==> src/jdr_defines.svh <==
// constants for the debug scan data registers: instruction codes, scan layout,
// handshake bit positions and register offsets.
// assumes the include guard keeps repeated inclusion by package, design and bench harmless.
`ifndef JDR_DEFINES_SVH
`define JDR_DEFINES_SVH

`define JDR_IR_W 5
`define JDR_SCAN_W 36
`define JDR_HOLD_W 35
`define JDR_IR_CTRL_STATUS 5'h09
`define JDR_IR_TRANSMIT_POLL 5'h10
`define JDR_IR_RECEIVE_WRITE 5'h02
`define JDR_IR_RESET_VALUE 5'h1f
`define JDR_IR_CAPTURE_VALUE 5'h01

// holding register field positions
`define JDR_HOLD_VALID 34
`define JDR_HOLD_FLUSH 1
`define JDR_HOLD_DOWNLOAD 0
`define JDR_HOLD_BREAK 1
`define JDR_HOLD_RESET 0

// handshake control bit positions
`define JDR_HS_RR 31
`define JDR_HS_OVF 30
`define JDR_HS_DL 29
`define JDR_HS_TR 28

// control/status bits that the scan path may change
`define JDR_DEBUG_CONTROL_STATUS_JTAG_MASK 32'hc000_00ff

// register map, byte addresses
`define JDR_ADDR_W 12
`define JDR_OFF_DEBUG_CONTROL_STATUS 12'h000
`define JDR_OFF_TX 12'h004
`define JDR_OFF_RX 12'h008
`define JDR_OFF_HS 12'h00c
`define JDR_OFF_STATUS 12'h010

`endif

==> src/jdr_pkg.sv <==
// types shared by the debug scan data register block.
// assumes jdr_defines.svh is on the include path.
`include "jdr_defines.svh"

package jdr_pkg;

  typedef enum logic [15:0] {
    TAP_TLR = 16'h0001,
    TAP_RTI = 16'h0002,
    TAP_SEL_DR = 16'h0004,
    TAP_CAP_DR = 16'h0008,
    TAP_SH_DR = 16'h0010,
    TAP_EX1_DR = 16'h0020,
    TAP_PAU_DR = 16'h0040,
    TAP_EX2_DR = 16'h0080,
    TAP_UPD_DR = 16'h0100,
    TAP_SEL_IR = 16'h0200,
    TAP_CAP_IR = 16'h0400,
    TAP_SH_IR = 16'h0800,
    TAP_EX1_IR = 16'h1000,
    TAP_PAU_IR = 16'h2000,
    TAP_EX2_IR = 16'h4000,
    TAP_UPD_IR = 16'h8000
  } jdr_tap_state_t;

  // core state that steers the external break
  typedef struct packed {
    logic debug_exception;
    logic monitor_mode;
    logic abort_mode;
    logic halt_mode;
    logic special_debug_state;
  } jdr_core_status_t;

endpackage : jdr_pkg

==> src/jdr_top.sv <==
// debug scan data registers behind a test access port, with an APB slave for the debug handler.
// assumes tck/tms/tdi/trst_b and the reset pin are asynchronous to clk and tck is well below clk/4.
// Functional notes
// one 36-bit scan register shared by three instructions
// code 01001 selects control/status access
// code 10000 selects transmit poll
// code 00010 selects receive write
// control/status capture fills scan bits 34:3
// update loads holding 33:2, writes writable bits
// capture forces scan bit 1 high
// hold-in-reset keeps core reset past pin release
// hold-in-reset cleared by scanning zero or by test reset
// scan bit 2 set requests external break
// break pends until exception, deferred abort/special state
// transmit capture loads buffer and ready flag
// transmit poll update has no effect
// shift-out read clears transmit ready
// receive capture loads receive-ready into bit 0
// receive update copies scan 35:1 to holding
// receive buffer written only for new valid data
// write logic clears valid holding bit after use
// debugger receive write sets receive ready
// write while receive ready set flags overflow; the code does not flag it when the flush bit is also set
// download flag goes straight to bit 29
// flush bit clears receive ready
// test reset clears holding 0,1,34 only
// handler transmit write sets transmit ready
// scan register shifts lsb first
//
// The placing of the registers and the APB interface to the registers were left to the implementer.
`include "jdr_defines.svh"

module jdr_top (
  input wire logic clk,
  input wire logic rst_b,
  input wire logic tck,
  input wire logic tms,
  input wire logic tdi,
  input wire logic trst_b,
  input wire logic sys_reset_pin,
  input wire jdr_pkg::jdr_core_status_t core_status,
  input wire logic psel,
  input wire logic penable,
  input wire logic pwrite,
  input wire logic [`JDR_ADDR_W-1:0] paddr,
  input wire logic [31:0] pwdata,
  output logic pready,
  output logic [31:0] prdata,
  output logic pslverr,
  output logic tdo,
  output logic tdo_en,
  output logic core_hold_reset,
  output logic core_break_request
);
  import jdr_pkg::*;

  logic [4:0] sync1_reg;
  logic [4:0] sync2_reg;
  logic tck_prev_reg;
  jdr_tap_state_t tap_reg;
  jdr_tap_state_t tap_next;
  logic [`JDR_IR_W-1:0] ir_shift_reg;
  logic [`JDR_IR_W-1:0] ir_reg;
  logic [`JDR_SCAN_W-1:0] debug_scan_shift;
  logic [`JDR_HOLD_W-1:0] debug_scan_holding;
  logic bypass_reg;
  logic rx_write_pulse_reg;
  logic cs_update_pulse_reg;
  logic tx_cap_reg;
  logic [31:0] debug_control_status;
  logic [31:0] tx_buf_reg;
  logic [31:0] rx_buf_reg;
  logic receive_ready_reg;
  logic overflow_reg;
  logic download_reg;
  logic transmit_ready_flag;
  logic hold_in_reset_bit;
  logic hold_active_reg;
  logic external_break_request;
  logic pready_reg;
  logic [31:0] prdata_reg;
  logic pslverr_reg;
  logic tdo_reg;
  logic tdo_en_reg;
  logic core_hold_reg;
  logic core_break_reg;
  logic [31:0] rdata_next;
  logic hit_next;

  // pin synchronisers: tck, tms, tdi, trst_b, reset pin
  always_ff @(posedge clk or negedge rst_b) begin
    if (!rst_b) begin
      sync1_reg <= 5'h00;
      sync2_reg <= 5'h00;
      tck_prev_reg <= 1'b0;
    end else begin
      sync1_reg <= {tck, tms, tdi, trst_b, sys_reset_pin};
      sync2_reg <= sync1_reg;
      tck_prev_reg <= sync2_reg[4];
    end
  end

  wire tck_rise = sync2_reg[4] & ~tck_prev_reg;
  wire tck_fall = ~sync2_reg[4] & tck_prev_reg;
  wire tms_s = sync2_reg[3];
  wire tdi_s = sync2_reg[2];
  wire jtag_rst = ~sync2_reg[1];
  wire pin_rst = sync2_reg[0];

  wire sel_cs = (ir_reg == `JDR_IR_CTRL_STATUS);
  wire sel_tx = (ir_reg == `JDR_IR_TRANSMIT_POLL);
  wire sel_rx = (ir_reg == `JDR_IR_RECEIVE_WRITE);
  wire sel_dbg = sel_cs | sel_tx | sel_rx;
  wire tap_act = tck_rise & ~jtag_rst;

  always_comb begin
    tap_next = tap_reg;
    unique case (tap_reg)
      TAP_TLR: tap_next = tms_s ? TAP_TLR : TAP_RTI;
      TAP_RTI: tap_next = tms_s ? TAP_SEL_DR : TAP_RTI;
      TAP_SEL_DR: tap_next = tms_s ? TAP_SEL_IR : TAP_CAP_DR;
      TAP_CAP_DR: tap_next = tms_s ? TAP_EX1_DR : TAP_SH_DR;
      TAP_SH_DR: tap_next = tms_s ? TAP_EX1_DR : TAP_SH_DR;
      TAP_EX1_DR: tap_next = tms_s ? TAP_UPD_DR : TAP_PAU_DR;
      TAP_PAU_DR: tap_next = tms_s ? TAP_EX2_DR : TAP_PAU_DR;
      TAP_EX2_DR: tap_next = tms_s ? TAP_UPD_DR : TAP_SH_DR;
      TAP_UPD_DR: tap_next = tms_s ? TAP_SEL_DR : TAP_RTI;
      TAP_SEL_IR: tap_next = tms_s ? TAP_TLR : TAP_CAP_IR;
      TAP_CAP_IR: tap_next = tms_s ? TAP_EX1_IR : TAP_SH_IR;
      TAP_SH_IR: tap_next = tms_s ? TAP_EX1_IR : TAP_SH_IR;
      TAP_EX1_IR: tap_next = tms_s ? TAP_UPD_IR : TAP_PAU_IR;
      TAP_PAU_IR: tap_next = tms_s ? TAP_EX2_IR : TAP_PAU_IR;
      TAP_EX2_IR: tap_next = tms_s ? TAP_UPD_IR : TAP_SH_IR;
      TAP_UPD_IR: tap_next = tms_s ? TAP_SEL_DR : TAP_RTI;
      default: tap_next = TAP_TLR;
    endcase
  end

  always_ff @(posedge clk or negedge rst_b) begin
    if (!rst_b) begin
      tap_reg <= TAP_TLR;
    end else if (jtag_rst) begin
      tap_reg <= TAP_TLR;
    end else if (tck_rise) begin
      tap_reg <= tap_next;
    end
  end

  // instruction register
  always_ff @(posedge clk or negedge rst_b) begin
    if (!rst_b) begin
      ir_shift_reg <= `JDR_IR_RESET_VALUE;
      ir_reg <= `JDR_IR_RESET_VALUE;
    end else if (jtag_rst || (tck_rise && tap_reg == TAP_TLR)) begin
      ir_shift_reg <= `JDR_IR_RESET_VALUE;
      ir_reg <= `JDR_IR_RESET_VALUE;
    end else if (tck_rise) begin
      if (tap_reg == TAP_CAP_IR) begin
        ir_shift_reg <= `JDR_IR_CAPTURE_VALUE;
      end else if (tap_reg == TAP_SH_IR) begin
        ir_shift_reg <= {tdi_s, ir_shift_reg[`JDR_IR_W-1:1]};
      end else if (tap_reg == TAP_UPD_IR) begin
        ir_reg <= ir_shift_reg;
      end
    end
  end

  // shared scan shift register and bypass
  always_ff @(posedge clk or negedge rst_b) begin
    if (!rst_b) begin
      debug_scan_shift <= 36'h0;
      bypass_reg <= 1'b0;
    end else if (tap_act) begin
      if (tap_reg == TAP_CAP_DR) begin
        bypass_reg <= 1'b0;
        if (sel_cs) begin
          debug_scan_shift <= {1'b0, debug_control_status, 1'b0, 1'b1, 1'b0};
        end else if (sel_tx) begin
          debug_scan_shift <= {1'b0, tx_buf_reg, 2'b00, transmit_ready_flag};
        end else if (sel_rx) begin
          debug_scan_shift <= {35'h0, receive_ready_reg};
        end
      end else if (tap_reg == TAP_SH_DR) begin
        bypass_reg <= tdi_s;
        if (sel_dbg) begin
          debug_scan_shift <= {tdi_s, debug_scan_shift[`JDR_SCAN_W-1:1]};
        end
      end
    end
  end

  // update pulses toward the clk-side logic
  always_ff @(posedge clk or negedge rst_b) begin
    if (!rst_b) begin
      rx_write_pulse_reg <= 1'b0;
      cs_update_pulse_reg <= 1'b0;
    end else begin
      rx_write_pulse_reg <= tap_act && tap_reg == TAP_UPD_DR && sel_rx;
      cs_update_pulse_reg <= tap_act && tap_reg == TAP_UPD_DR && sel_cs;
    end
  end

  // holding register; a transmit poll update leaves it alone
  always_ff @(posedge clk or negedge rst_b) begin
    if (!rst_b) begin
      debug_scan_holding <= 35'h0;
    end else if (jtag_rst) begin
      debug_scan_holding[`JDR_HOLD_VALID] <= 1'b0;
      debug_scan_holding[1:0] <= 2'b00;
    end else if (tap_act && tap_reg == TAP_UPD_DR && sel_cs) begin
      debug_scan_holding[33:0] <= debug_scan_shift[34:1];
    end else if (tap_act && tap_reg == TAP_UPD_DR && sel_rx) begin
      debug_scan_holding <= debug_scan_shift[35:1];
    end else if (rx_write_pulse_reg) begin
      debug_scan_holding[`JDR_HOLD_VALID] <= 1'b0;
    end
  end

  wire rx_valid = debug_scan_holding[`JDR_HOLD_VALID];
  wire rx_flush = debug_scan_holding[`JDR_HOLD_FLUSH];
  wire rx_new = rx_write_pulse_reg & rx_valid;

  wire apb_fin = psel & penable & pready_reg;
  wire apb_wr = apb_fin & pwrite;
  wire apb_rd = apb_fin & ~pwrite;
  wire tx_wr = apb_wr && paddr == `JDR_OFF_TX;
  wire rx_rd = apb_rd && paddr == `JDR_OFF_RX;
  wire ovf_clr = apb_wr && paddr == `JDR_OFF_HS && pwdata[`JDR_HS_OVF];
  wire tr_clr = tap_act && tap_reg == TAP_SH_DR && sel_tx && tx_cap_reg;

  // receive write logic
  always_ff @(posedge clk or negedge rst_b) begin
    if (!rst_b) begin
      rx_buf_reg <= 32'h0;
      receive_ready_reg <= 1'b0;
      overflow_reg <= 1'b0;
      download_reg <= 1'b0;
    end else begin
      if (rx_new) begin
        rx_buf_reg <= debug_scan_holding[33:2];
      end
      if (rx_new) begin
        receive_ready_reg <= 1'b1;
      end else if ((rx_write_pulse_reg && rx_flush) || rx_rd) begin
        receive_ready_reg <= 1'b0;
      end
      if (rx_new && receive_ready_reg && !rx_flush) begin
        overflow_reg <= 1'b1;
      end else if (ovf_clr) begin
        overflow_reg <= 1'b0;
      end
      if (rx_write_pulse_reg) begin
        download_reg <= debug_scan_holding[`JDR_HOLD_DOWNLOAD];
      end
    end
  end

  // transmit buffer and its ready flag
  always_ff @(posedge clk or negedge rst_b) begin
    if (!rst_b) begin
      tx_buf_reg <= 32'h0;
      transmit_ready_flag <= 1'b0;
      tx_cap_reg <= 1'b0;
    end else begin
      if (tx_wr) begin
        tx_buf_reg <= pwdata;
      end
      if (tx_wr) begin
        transmit_ready_flag <= 1'b1;
      end else if (tr_clr) begin
        transmit_ready_flag <= 1'b0;
      end
      if (tap_act && tap_reg == TAP_CAP_DR && sel_tx) begin
        tx_cap_reg <= transmit_ready_flag;
      end else if (tr_clr || jtag_rst) begin
        tx_cap_reg <= 1'b0;
      end
    end
  end

  // control/status register, hold-in-reset and break
  always_ff @(posedge clk or negedge rst_b) begin
    if (!rst_b) begin
      debug_control_status <= 32'h0;
      hold_in_reset_bit <= 1'b0;
      external_break_request <= 1'b0;
    end else begin
      if (cs_update_pulse_reg) begin
        debug_control_status <= (debug_control_status & ~`JDR_DEBUG_CONTROL_STATUS_JTAG_MASK) |
                                (debug_scan_holding[33:2] & `JDR_DEBUG_CONTROL_STATUS_JTAG_MASK);
      end else if (apb_wr && paddr == `JDR_OFF_DEBUG_CONTROL_STATUS) begin
        debug_control_status <= pwdata;
      end
      if (jtag_rst) begin
        hold_in_reset_bit <= 1'b0;
      end else if (cs_update_pulse_reg) begin
        hold_in_reset_bit <= debug_scan_holding[`JDR_HOLD_RESET];
      end
      if (cs_update_pulse_reg && debug_scan_holding[`JDR_HOLD_BREAK]) begin
        external_break_request <= 1'b1;
      end else if (core_status.debug_exception) begin
        external_break_request <= 1'b0;
      end
    end
  end

  // core-facing outputs
  always_ff @(posedge clk or negedge rst_b) begin
    if (!rst_b) begin
      hold_active_reg <= 1'b0;
      core_hold_reg <= 1'b0;
      core_break_reg <= 1'b0;
    end else begin
      if (!hold_in_reset_bit) begin
        hold_active_reg <= 1'b0;
      end else if (pin_rst) begin
        hold_active_reg <= 1'b1;
      end
      core_hold_reg <= pin_rst | hold_active_reg;
      core_break_reg <= external_break_request &
                        ~(core_status.monitor_mode & core_status.abort_mode) &
                        ~(core_status.halt_mode & core_status.special_debug_state);
    end
  end

  // test data out changes on the falling tck edge
  always_ff @(posedge clk or negedge rst_b) begin
    if (!rst_b) begin
      tdo_reg <= 1'b0;
      tdo_en_reg <= 1'b0;
    end else if (tck_fall) begin
      tdo_en_reg <= (tap_reg == TAP_SH_DR) || (tap_reg == TAP_SH_IR);
      if (tap_reg == TAP_SH_IR) begin
        tdo_reg <= ir_shift_reg[0];
      end else if (tap_reg == TAP_SH_DR) begin
        tdo_reg <= sel_dbg ? debug_scan_shift[0] : bypass_reg;
      end
    end
  end

  // apb read decode
  always_comb begin
    rdata_next = 32'h0;
    hit_next = 1'b1;
    unique case (paddr)
      `JDR_OFF_DEBUG_CONTROL_STATUS: rdata_next = debug_control_status;
      `JDR_OFF_TX: rdata_next = tx_buf_reg;
      `JDR_OFF_RX: rdata_next = rx_buf_reg;
      `JDR_OFF_HS: rdata_next = {receive_ready_reg, overflow_reg, download_reg, transmit_ready_flag, 28'h0};
      `JDR_OFF_STATUS: rdata_next = {29'h0, hold_active_reg, external_break_request, hold_in_reset_bit};
      default: hit_next = 1'b0;
    endcase
  end

  // apb slave answers after one wait state
  always_ff @(posedge clk or negedge rst_b) begin
    if (!rst_b) begin
      pready_reg <= 1'b0;
      prdata_reg <= 32'h0;
      pslverr_reg <= 1'b0;
    end else begin
      pready_reg <= psel & penable & ~pready_reg;
      if (psel && penable && !pready_reg) begin
        prdata_reg <= pwrite ? 32'h0 : rdata_next;
        pslverr_reg <= ~hit_next;
      end else begin
        pslverr_reg <= 1'b0;
      end
    end
  end

  assign pready = pready_reg;
  assign prdata = prdata_reg;
  assign pslverr = pslverr_reg;
  assign tdo = tdo_reg;
  assign tdo_en = tdo_en_reg;
  assign core_hold_reset = core_hold_reg;
  assign core_break_request = core_break_reg;

  a_scan_lsb_first: assert property (@(posedge clk) disable iff (!rst_b)
    tap_act && tap_reg == TAP_SH_DR && sel_dbg |=> debug_scan_shift == {$past(tdi_s), $past(debug_scan_shift[35:1])})
    else $error("scan register did not shift lsb first");
  a_cs_capture_value: assert property (@(posedge clk) disable iff (!rst_b)
    tap_act && tap_reg == TAP_CAP_DR && sel_cs |=> debug_scan_shift[34:0] == {$past(debug_control_status), 3'b010})
    else $error("control status capture wrong");
  a_tx_capture_value: assert property (@(posedge clk) disable iff (!rst_b)
    tap_act && tap_reg == TAP_CAP_DR && sel_tx |=>
      debug_scan_shift[34:3] == $past(tx_buf_reg) && debug_scan_shift[0] == $past(transmit_ready_flag))
    else $error("transmit capture wrong");
  a_rx_capture_ready: assert property (@(posedge clk) disable iff (!rst_b)
    tap_act && tap_reg == TAP_CAP_DR && sel_rx |=> debug_scan_shift[0] == $past(receive_ready_reg))
    else $error("receive capture lost ready bit");
  a_rx_hold_load: assert property (@(posedge clk) disable iff (!rst_b)
    tap_act && tap_reg == TAP_UPD_DR && sel_rx |=> debug_scan_holding == $past(debug_scan_shift[35:1]))
    else $error("receive update did not load holding");
  a_tx_update_inert: assert property (@(posedge clk) disable iff (!rst_b)
    tap_act && tap_reg == TAP_UPD_DR && sel_tx && !rx_write_pulse_reg |=> $stable(debug_scan_holding))
    else $error("transmit update changed holding");
  a_valid_self_clear: assert property (@(posedge clk) disable iff (!rst_b)
    rx_write_pulse_reg && !jtag_rst |=> !debug_scan_holding[`JDR_HOLD_VALID])
    else $error("valid holding bit not cleared");
  a_rx_write_ready: assert property (@(posedge clk) disable iff (!rst_b)
    rx_new |=> receive_ready_reg && rx_buf_reg == $past(debug_scan_holding[33:2]))
    else $error("receive write did not land");
  a_rx_poll_inert: assert property (@(posedge clk) disable iff (!rst_b)
    rx_write_pulse_reg && !rx_valid |=> $stable(rx_buf_reg))
    else $error("poll update changed receive buffer");
  a_overflow_set: assert property (@(posedge clk) disable iff (!rst_b)
    rx_new && receive_ready_reg && !rx_flush |=> overflow_reg)
    else $error("overflow not flagged");
  a_download_copy: assert property (@(posedge clk) disable iff (!rst_b)
    rx_write_pulse_reg |=> download_reg == $past(debug_scan_holding[`JDR_HOLD_DOWNLOAD]))
    else $error("download flag not copied");
  a_flush_clears: assert property (@(posedge clk) disable iff (!rst_b)
    rx_write_pulse_reg && rx_flush && !rx_valid |=> !receive_ready_reg)
    else $error("flush left receive ready set");
  a_trst_clears: assert property (@(posedge clk) disable iff (!rst_b)
    jtag_rst |=> !debug_scan_holding[34] && !debug_scan_holding[1] && !debug_scan_holding[0])
    else $error("test reset left holding bits set");
  a_hold_release: assert property (@(posedge clk) disable iff (!rst_b)
    cs_update_pulse_reg && !debug_scan_holding[0] && !jtag_rst ##1 !pin_rst [*2] |=> !core_hold_reset)
    else $error("core not released from hold");
  a_break_pending: assert property (@(posedge clk) disable iff (!rst_b)
    cs_update_pulse_reg && debug_scan_holding[1] |=> external_break_request)
    else $error("break request not pended");
  a_break_deferred: assert property (@(posedge clk) disable iff (!rst_b)
    core_status.halt_mode && core_status.special_debug_state |=> !core_break_request)
    else $error("break not deferred");
  a_tr_read_clear: assert property (@(posedge clk) disable iff (!rst_b)
    tr_clr && !tx_wr |=> !transmit_ready_flag)
    else $error("shift-out read did not clear transmit ready");
  a_tr_write_set: assert property (@(posedge clk) disable iff (!rst_b)
    tx_wr |=> transmit_ready_flag ##0 tx_buf_reg == $past(pwdata))
    else $error("handler write did not set transmit ready");

  c_rx_write: cover property (@(posedge clk) disable iff (!rst_b) rx_new);
  c_overflow: cover property (@(posedge clk) disable iff (!rst_b) rx_new && receive_ready_reg);
  c_tr_clear: cover property (@(posedge clk) disable iff (!rst_b) tr_clr);
  c_hold_in_reset: cover property (@(posedge clk) disable iff (!rst_b) hold_active_reg && !pin_rst);

endmodule : jdr_top

==> config.mk <==
export PLATFORM = sky130hd
export DESIGN_NAME = jdr_top
export DESIGN_NICKNAME = d
export VERILOG_FILES = /design/src/jdr_pkg.sv /design/src/jdr_top.sv
export VERILOG_INCLUDE_DIRS = /design/src
export SDC_FILE = /design/constraint.sdc
export NUM_CORES = 1
export LEC_CHECK = 0
export BUFFER_PORTS_ARGS = -buffer_cell sky130_fd_sc_hd__buf_4
export CAP_MARGIN = 20
export CORE_MARGIN = 2
export CORE_UTILIZATION = 30
export DETAILED_ROUTE_END_ITERATION = 16
export MAX_ROUTING_LAYER = met4
export SLEW_MARGIN = 40
export SYNTH_ARGS = -nofsm -noshare
export SYNTH_HDL_FRONTEND = slang
export SYNTH_SLANG_ARGS = --single-unit
==> constraint.sdc <==
create_clock -name clk -period 2.3 [get_ports clk]
set_input_delay 0.46 -clock clk [delete_from_list [all_inputs] [get_ports clk]]
set_output_delay 0.46 -clock clk [all_outputs]
set_load 0.01 [all_outputs]
=== Word level (Yosys, flattened, before mapping) ===
Index checks and enable logic that the tools add are counted.

* Register bits: 253
* Logic and storage cells: 201
* Output and inout bits: 38
* Input port bits: 59

* Mux-type cells: 62
* Bitwise operators: 25
* Eq/ne operators: 32
* Reduce and logical (&&, ||, !) cells: 51

{| class="wikitable"
|+ Operators by type and width
! cell !! count
|-
| $mux 36 || 6
|-
| $pmux 16 s12 || 1
|-
| $pmux 32 s5 || 1
|-
| $mux 32 || 3
|-
| $mux 34 || 2
|-
| $mux 16 || 4
|-
| $mux 5 || 9
|-
| $or 30x32->32 || 1
|-
| $mux 1 || 25
|-
| $eq 12x4->1 const B || 2
|-
| $reduce_bool 2->1 || 12
|-
| $logic_and 1x1->1 || 20
|-
| $mux 9 || 2
|-
| $eq 16x1->1 const B || 1
|-
| $eq 16x10->1 const B || 1
|-
| $eq 16x11->1 const B || 1
|-
| $eq 16x12->1 const B || 1
|-
| $eq 16x13->1 const B || 1
|-
| $eq 16x14->1 const B || 1
|-
| $eq 16x15->1 const B || 1
|-
| $eq 16x16->1 const B || 1
|-
| $eq 16x2->1 const B || 1
|-
| $eq 16x3->1 const B || 1
|-
| $eq 16x4->1 const B || 1
|-
| 34 further kinds || 71
|}

=== Longest topological paths before layout ===
* Word-level depth: 9
* Mapped depth: 8
* Gate-level depth less buffers: 5

=== Least setup slack after synthesis ===
Ideal clock, no wire load.

* Path kind: reg-to-reg
* Start: register ir_reg[4]
* End: register debug_scan_shift[10]
* Stages on the path, launching flop included: 6
* Path slack: -0.106 ns
* Setup time: 0.125 ns
* Arrival time: 2.281 ns
* Path through: dfstp_2 -> or4b_2 -> a21o_1 -> nor3_4 -> buf_6 -> mux2_4

* Longest elaborated chain between the ends: 5
* Elaborated cells between the ends (all ways): 11

{| class="wikitable"
|+ Ends and longest elaborated chain
! element !! line !! RTL
|-
| start, declared || jdr_top.sv:63 || <nowiki>logic [`JDR_IR_W-1:0] ir_reg;</nowiki>
|-
| start signal, assigned || jdr_top.sv:153 || <nowiki>ir_reg <= `JDR_IR_RESET_VALUE;</nowiki>
|-
| start signal, assigned || jdr_top.sv:156 || <nowiki>ir_reg <= `JDR_IR_RESET_VALUE;</nowiki>
|-
| start signal, assigned || jdr_top.sv:163 || <nowiki>ir_reg <= ir_shift_reg;</nowiki>
|-
| $eq 5x4->1 (no line) / $eq 5x5->1 (equally long branches) || -- ||
|-
| $or 1x1->1 (2 in series) || jdr_top.sv:113 || <nowiki>wire sel_dbg = sel_cs | sel_tx | sel_rx;</nowiki>
|-
| $reduce_bool 2->1 (no line) || -- ||
|-
| $reduce_and 4->1 (no line) || -- ||
|-
| end signal, assigned || jdr_top.sv:177 || <nowiki>debug_scan_shift <= {1'b0, debug_control_status, 1'b0, 1'b1, 1'b0};</nowiki>
|-
| end signal, assigned || jdr_top.sv:179 || <nowiki>debug_scan_shift <= {1'b0, tx_buf_reg, 2'b00, transmit_ready_flag};</nowiki>
|-
| end signal, assigned || jdr_top.sv:181 || <nowiki>debug_scan_shift <= {35'h0, receive_ready_reg};</nowiki>
|-
| end, declared || jdr_top.sv:64 || <nowiki>logic [`JDR_SCAN_W-1:0] debug_scan_shift;</nowiki>
|}

Several ways; a longest one is shown, not always the timed one.
A chain may end at the register's enable or synchronous reset.

=== Worst setup path in the final report ===
* Start: register tap_reg[13]
* End: register debug_scan_shift[33]

* Longest elaborated chain between the ends: 3
* Elaborated cells between the ends (all ways): 7

{| class="wikitable"
|+ Ends and longest elaborated chain
! element !! line !! RTL
|-
| start, declared || jdr_top.sv:60 || <nowiki>jdr_tap_state_t tap_reg;</nowiki>
|-
| start signal, assigned || jdr_top.sv:145 || <nowiki>tap_reg <= tap_next;</nowiki>
|-
| $eq 16x4->1 / $eq 16x5->1 (equally long branches) || jdr_top.sv:174, jdr_top.sv:183 ||
|-
| $ne 4x4->1 (no line) / $reduce_bool 2->1 (equally long branches) || -- ||
|-
| $reduce_and 4->1 (no line) || -- ||
|}

Several ways; a longest one is shown, not always the timed one.

==> metrics.txt <==
FF-to-FF End debug_scan_shift[33]; gpl congestion 0.848; CTS H-tree lvls 1; n_diodes 0; Antenna Violating Nets Remaining 0; Overflow after GRT 0; Worst Hold End sync1_reg[0]; Netlist cell types 63; Worst slew margin 0.613; total global-route track usage 0.165; layout cell share with drive strength beyond 1 0.389; RSZ-0062 raised after global routing true; antenna violations before repair 0; crit-path max FO 5; f_max between 400 and 500 MHz; ys flop type dfrtp_1; first-pass GRT wire length between 40000 and 50000 um; Mapped Avg Cell Area about 12 sq um; asr flop ratio synth 1.00; Min-Delay Path Depth 1; HP Class input port to flop; Fillers approximately 3.6k; Startpoint Class flop; crit path buf inv count 2; DRT iter0 DRCs 640; vias in the first global route ~8.5k; Setup CP Type flop to flop; Syn Inst Count about 940; Root Driver clkbuf_16; Multi-input gate area 4860 sq um; Largest regs debug_scan_shift: 36 flops, debug_scan_holding: 35 flops; max reg flops 36; HPWL Detailed around 20000 um; end-of-flow core utilization 0.388; worst reg2reg setup slack a little under 60 ps; EDFF count, synth 0; Final min period around 2200 ps; slowest stage cell, crit path or4_4; Slew @ Worst Pin ~580 ps; critical path data arrival time between 2000 and 3000 ps; worst reg-to-reg path cell count 7; die area 39700 sq um; number of port buffers between 90 and 100; # clock sinks ~250; # setup viols final 0; run status finished, final reports clean; Top delay family on crit path simple AND/OR/NAND/NOR gates; leakage 6.68 nW; largest net degree at the start of global routing 57; chip width roughly 200 um; Max Slew Vio Count 0; Core Rows slightly above 70; crit-path cells or4_4, nor2_4, a31oi_4, nor3_4, buf_12, clkbuf_16, mux2_4; CP endpoint kind flop; period utilization 0.975; CTS tree yes; CP max stage delay 550 ps; DP Area roughly 13000 sq um; Die H ~200 um; post-layout instance area ~15000 sq um; Initial Utilization 0.304; fin nets approximately 1.2k; pwr/cell area roughly 640 nW/um^2; Detailed Routing Iterations Pass 1 6; Worst Hold Launch sys_reset_pin; sequential-to-total area share from yosys stat 0.555; commonest non-fill, non-tap cell in the layout dfrtp_1; Via density slightly above 5; synthesis-stage register bit count about 250; floorplan core area about 38000 sq um; most frequent cells in the layout dfrtp_1, buf_4, mux2_2, nand2_1, o21ai_0; vias post-DR approximately 8.3k; skew final slightly below 30 ps; WL/cell between 15 and 20 um; max_cap viols 0; final wirelength 32000 um; DRC 0; Max VDD drop around 0.46 mV; reg2reg start tap_reg[13]; largest register by flop count debug_scan_shift; Final Hold Viols 0; CTS Buf Count 27; syn nets ~1k; P&R area growth vs syn 27.3%; Mapped Area ~11000 sq um; FF+latch area 6350 sq um; clock transition at the registers of the reported paths around 60 ps; number of I/O pins 97; clk_lat worst skew 560 ps; Longest Clk Path Bufs 3; Synth Warn # 0; Worst Path Required between 2000 and 3000 ps
where the power goes:
group | switching, mW | internal (mW)
Sequential | 0.0159 | 4.48
Clock | 1.87 | 2.52
Combinational | 0.222 | 0.153
Total | 2.10 | 7.15
cell type report:
type	instances	share of cell area
clock buffer	40	0.0546
clock inverter	10	0.00696
inverter	11	0.00284
multi-input combinational	618	0.334
sequential	253	0.436
tap	511	0.0439
timing repair buffer	196	0.122
through the flow:
stage	power [mW]	setup TNS [ps]	cells	hold WS, ps	setup WS (ps)
floorplan	4.67	-1820	943	164	-66.5
global placement	4.95	-11040	1571	335	-176
detailed placement	4.95	-13720	1571	336	-263
CTS	9.35	0	1632	2.81	1.67
global route	9.58	-36.8	1639	6.92	-31.0
finish	9.26	0	1639	27.5	58.2
worst max-delay path by stage:
stage / cells past startpoint / end / startpoint
after floorplan: 7 / debug_scan_shift[10] / tap_reg[12]
after global routing: 8 / debug_scan_shift[0] / tap_reg[9]
after global placement: 7 / prdata[21] / paddr[5]
after detailed placement: 7 / prdata[21] / paddr[5]
final: 7 / debug_scan_shift[33] / tap_reg[13]
after CTS: 8 / debug_scan_shift[14] / ir_reg[1]
metal layers:
layer | GRT usage | wire length, um | share of wire | vias up
li1 | - | - | - | 3808
met1 | 0.229 | 14900 | 0.46 | 4253
met2 | 0.256 | 15000 | 0.47 | 215
met3 | 0.0238 | 1610 | 0.050 | 39
met4 | 0.0379 | 578 | 0.018 | 0
met5 | - | 0 | 0 | -
synthesized netlist by cell type, types with 11 or more instances:
master / count / area share
inv_1: 11 / 0.0036
mux2i_1: 21 / 0.018
nand2_1: 80 / 0.026
nand3_1: 14 / 0.0061
dfrtp_1: 242 / 0.53
dfstp_2: 11 / 0.025
clkbuf_1: 36 / 0.012
o21ai_0: 61 / 0.027
nor3_1: 13 / 0.0057
mux2_2: 137 / 0.13
mux2_4: 17 / 0.022
nor2_1: 45 / 0.015
a21oi_1: 41 / 0.018
o2bb2ai_1: 32 / 0.025
buf_2: 17 / 0.0074
a222oi_1: 25 / 0.022
what timing repair did:
item / in CTS / in global routing
buffers inserted: 5 / 5
endpoints found under the hold margin: 51 / 0
setup endpoints to repair: 32 / 74
pin swaps: 2 / 6
hold buffers: 4 / 0
gates cloned: 2 / 3
resized for setup: 6 / 13
logic make-up after synthesis:
group           share of synthesized area
compound gates                      0.125
simple gates                        0.110
mux                                 0.177
flops                               0.555
xor+xnor                          0.00536
buf+inv                            0.0291
(Power assumes the default switching activity.)
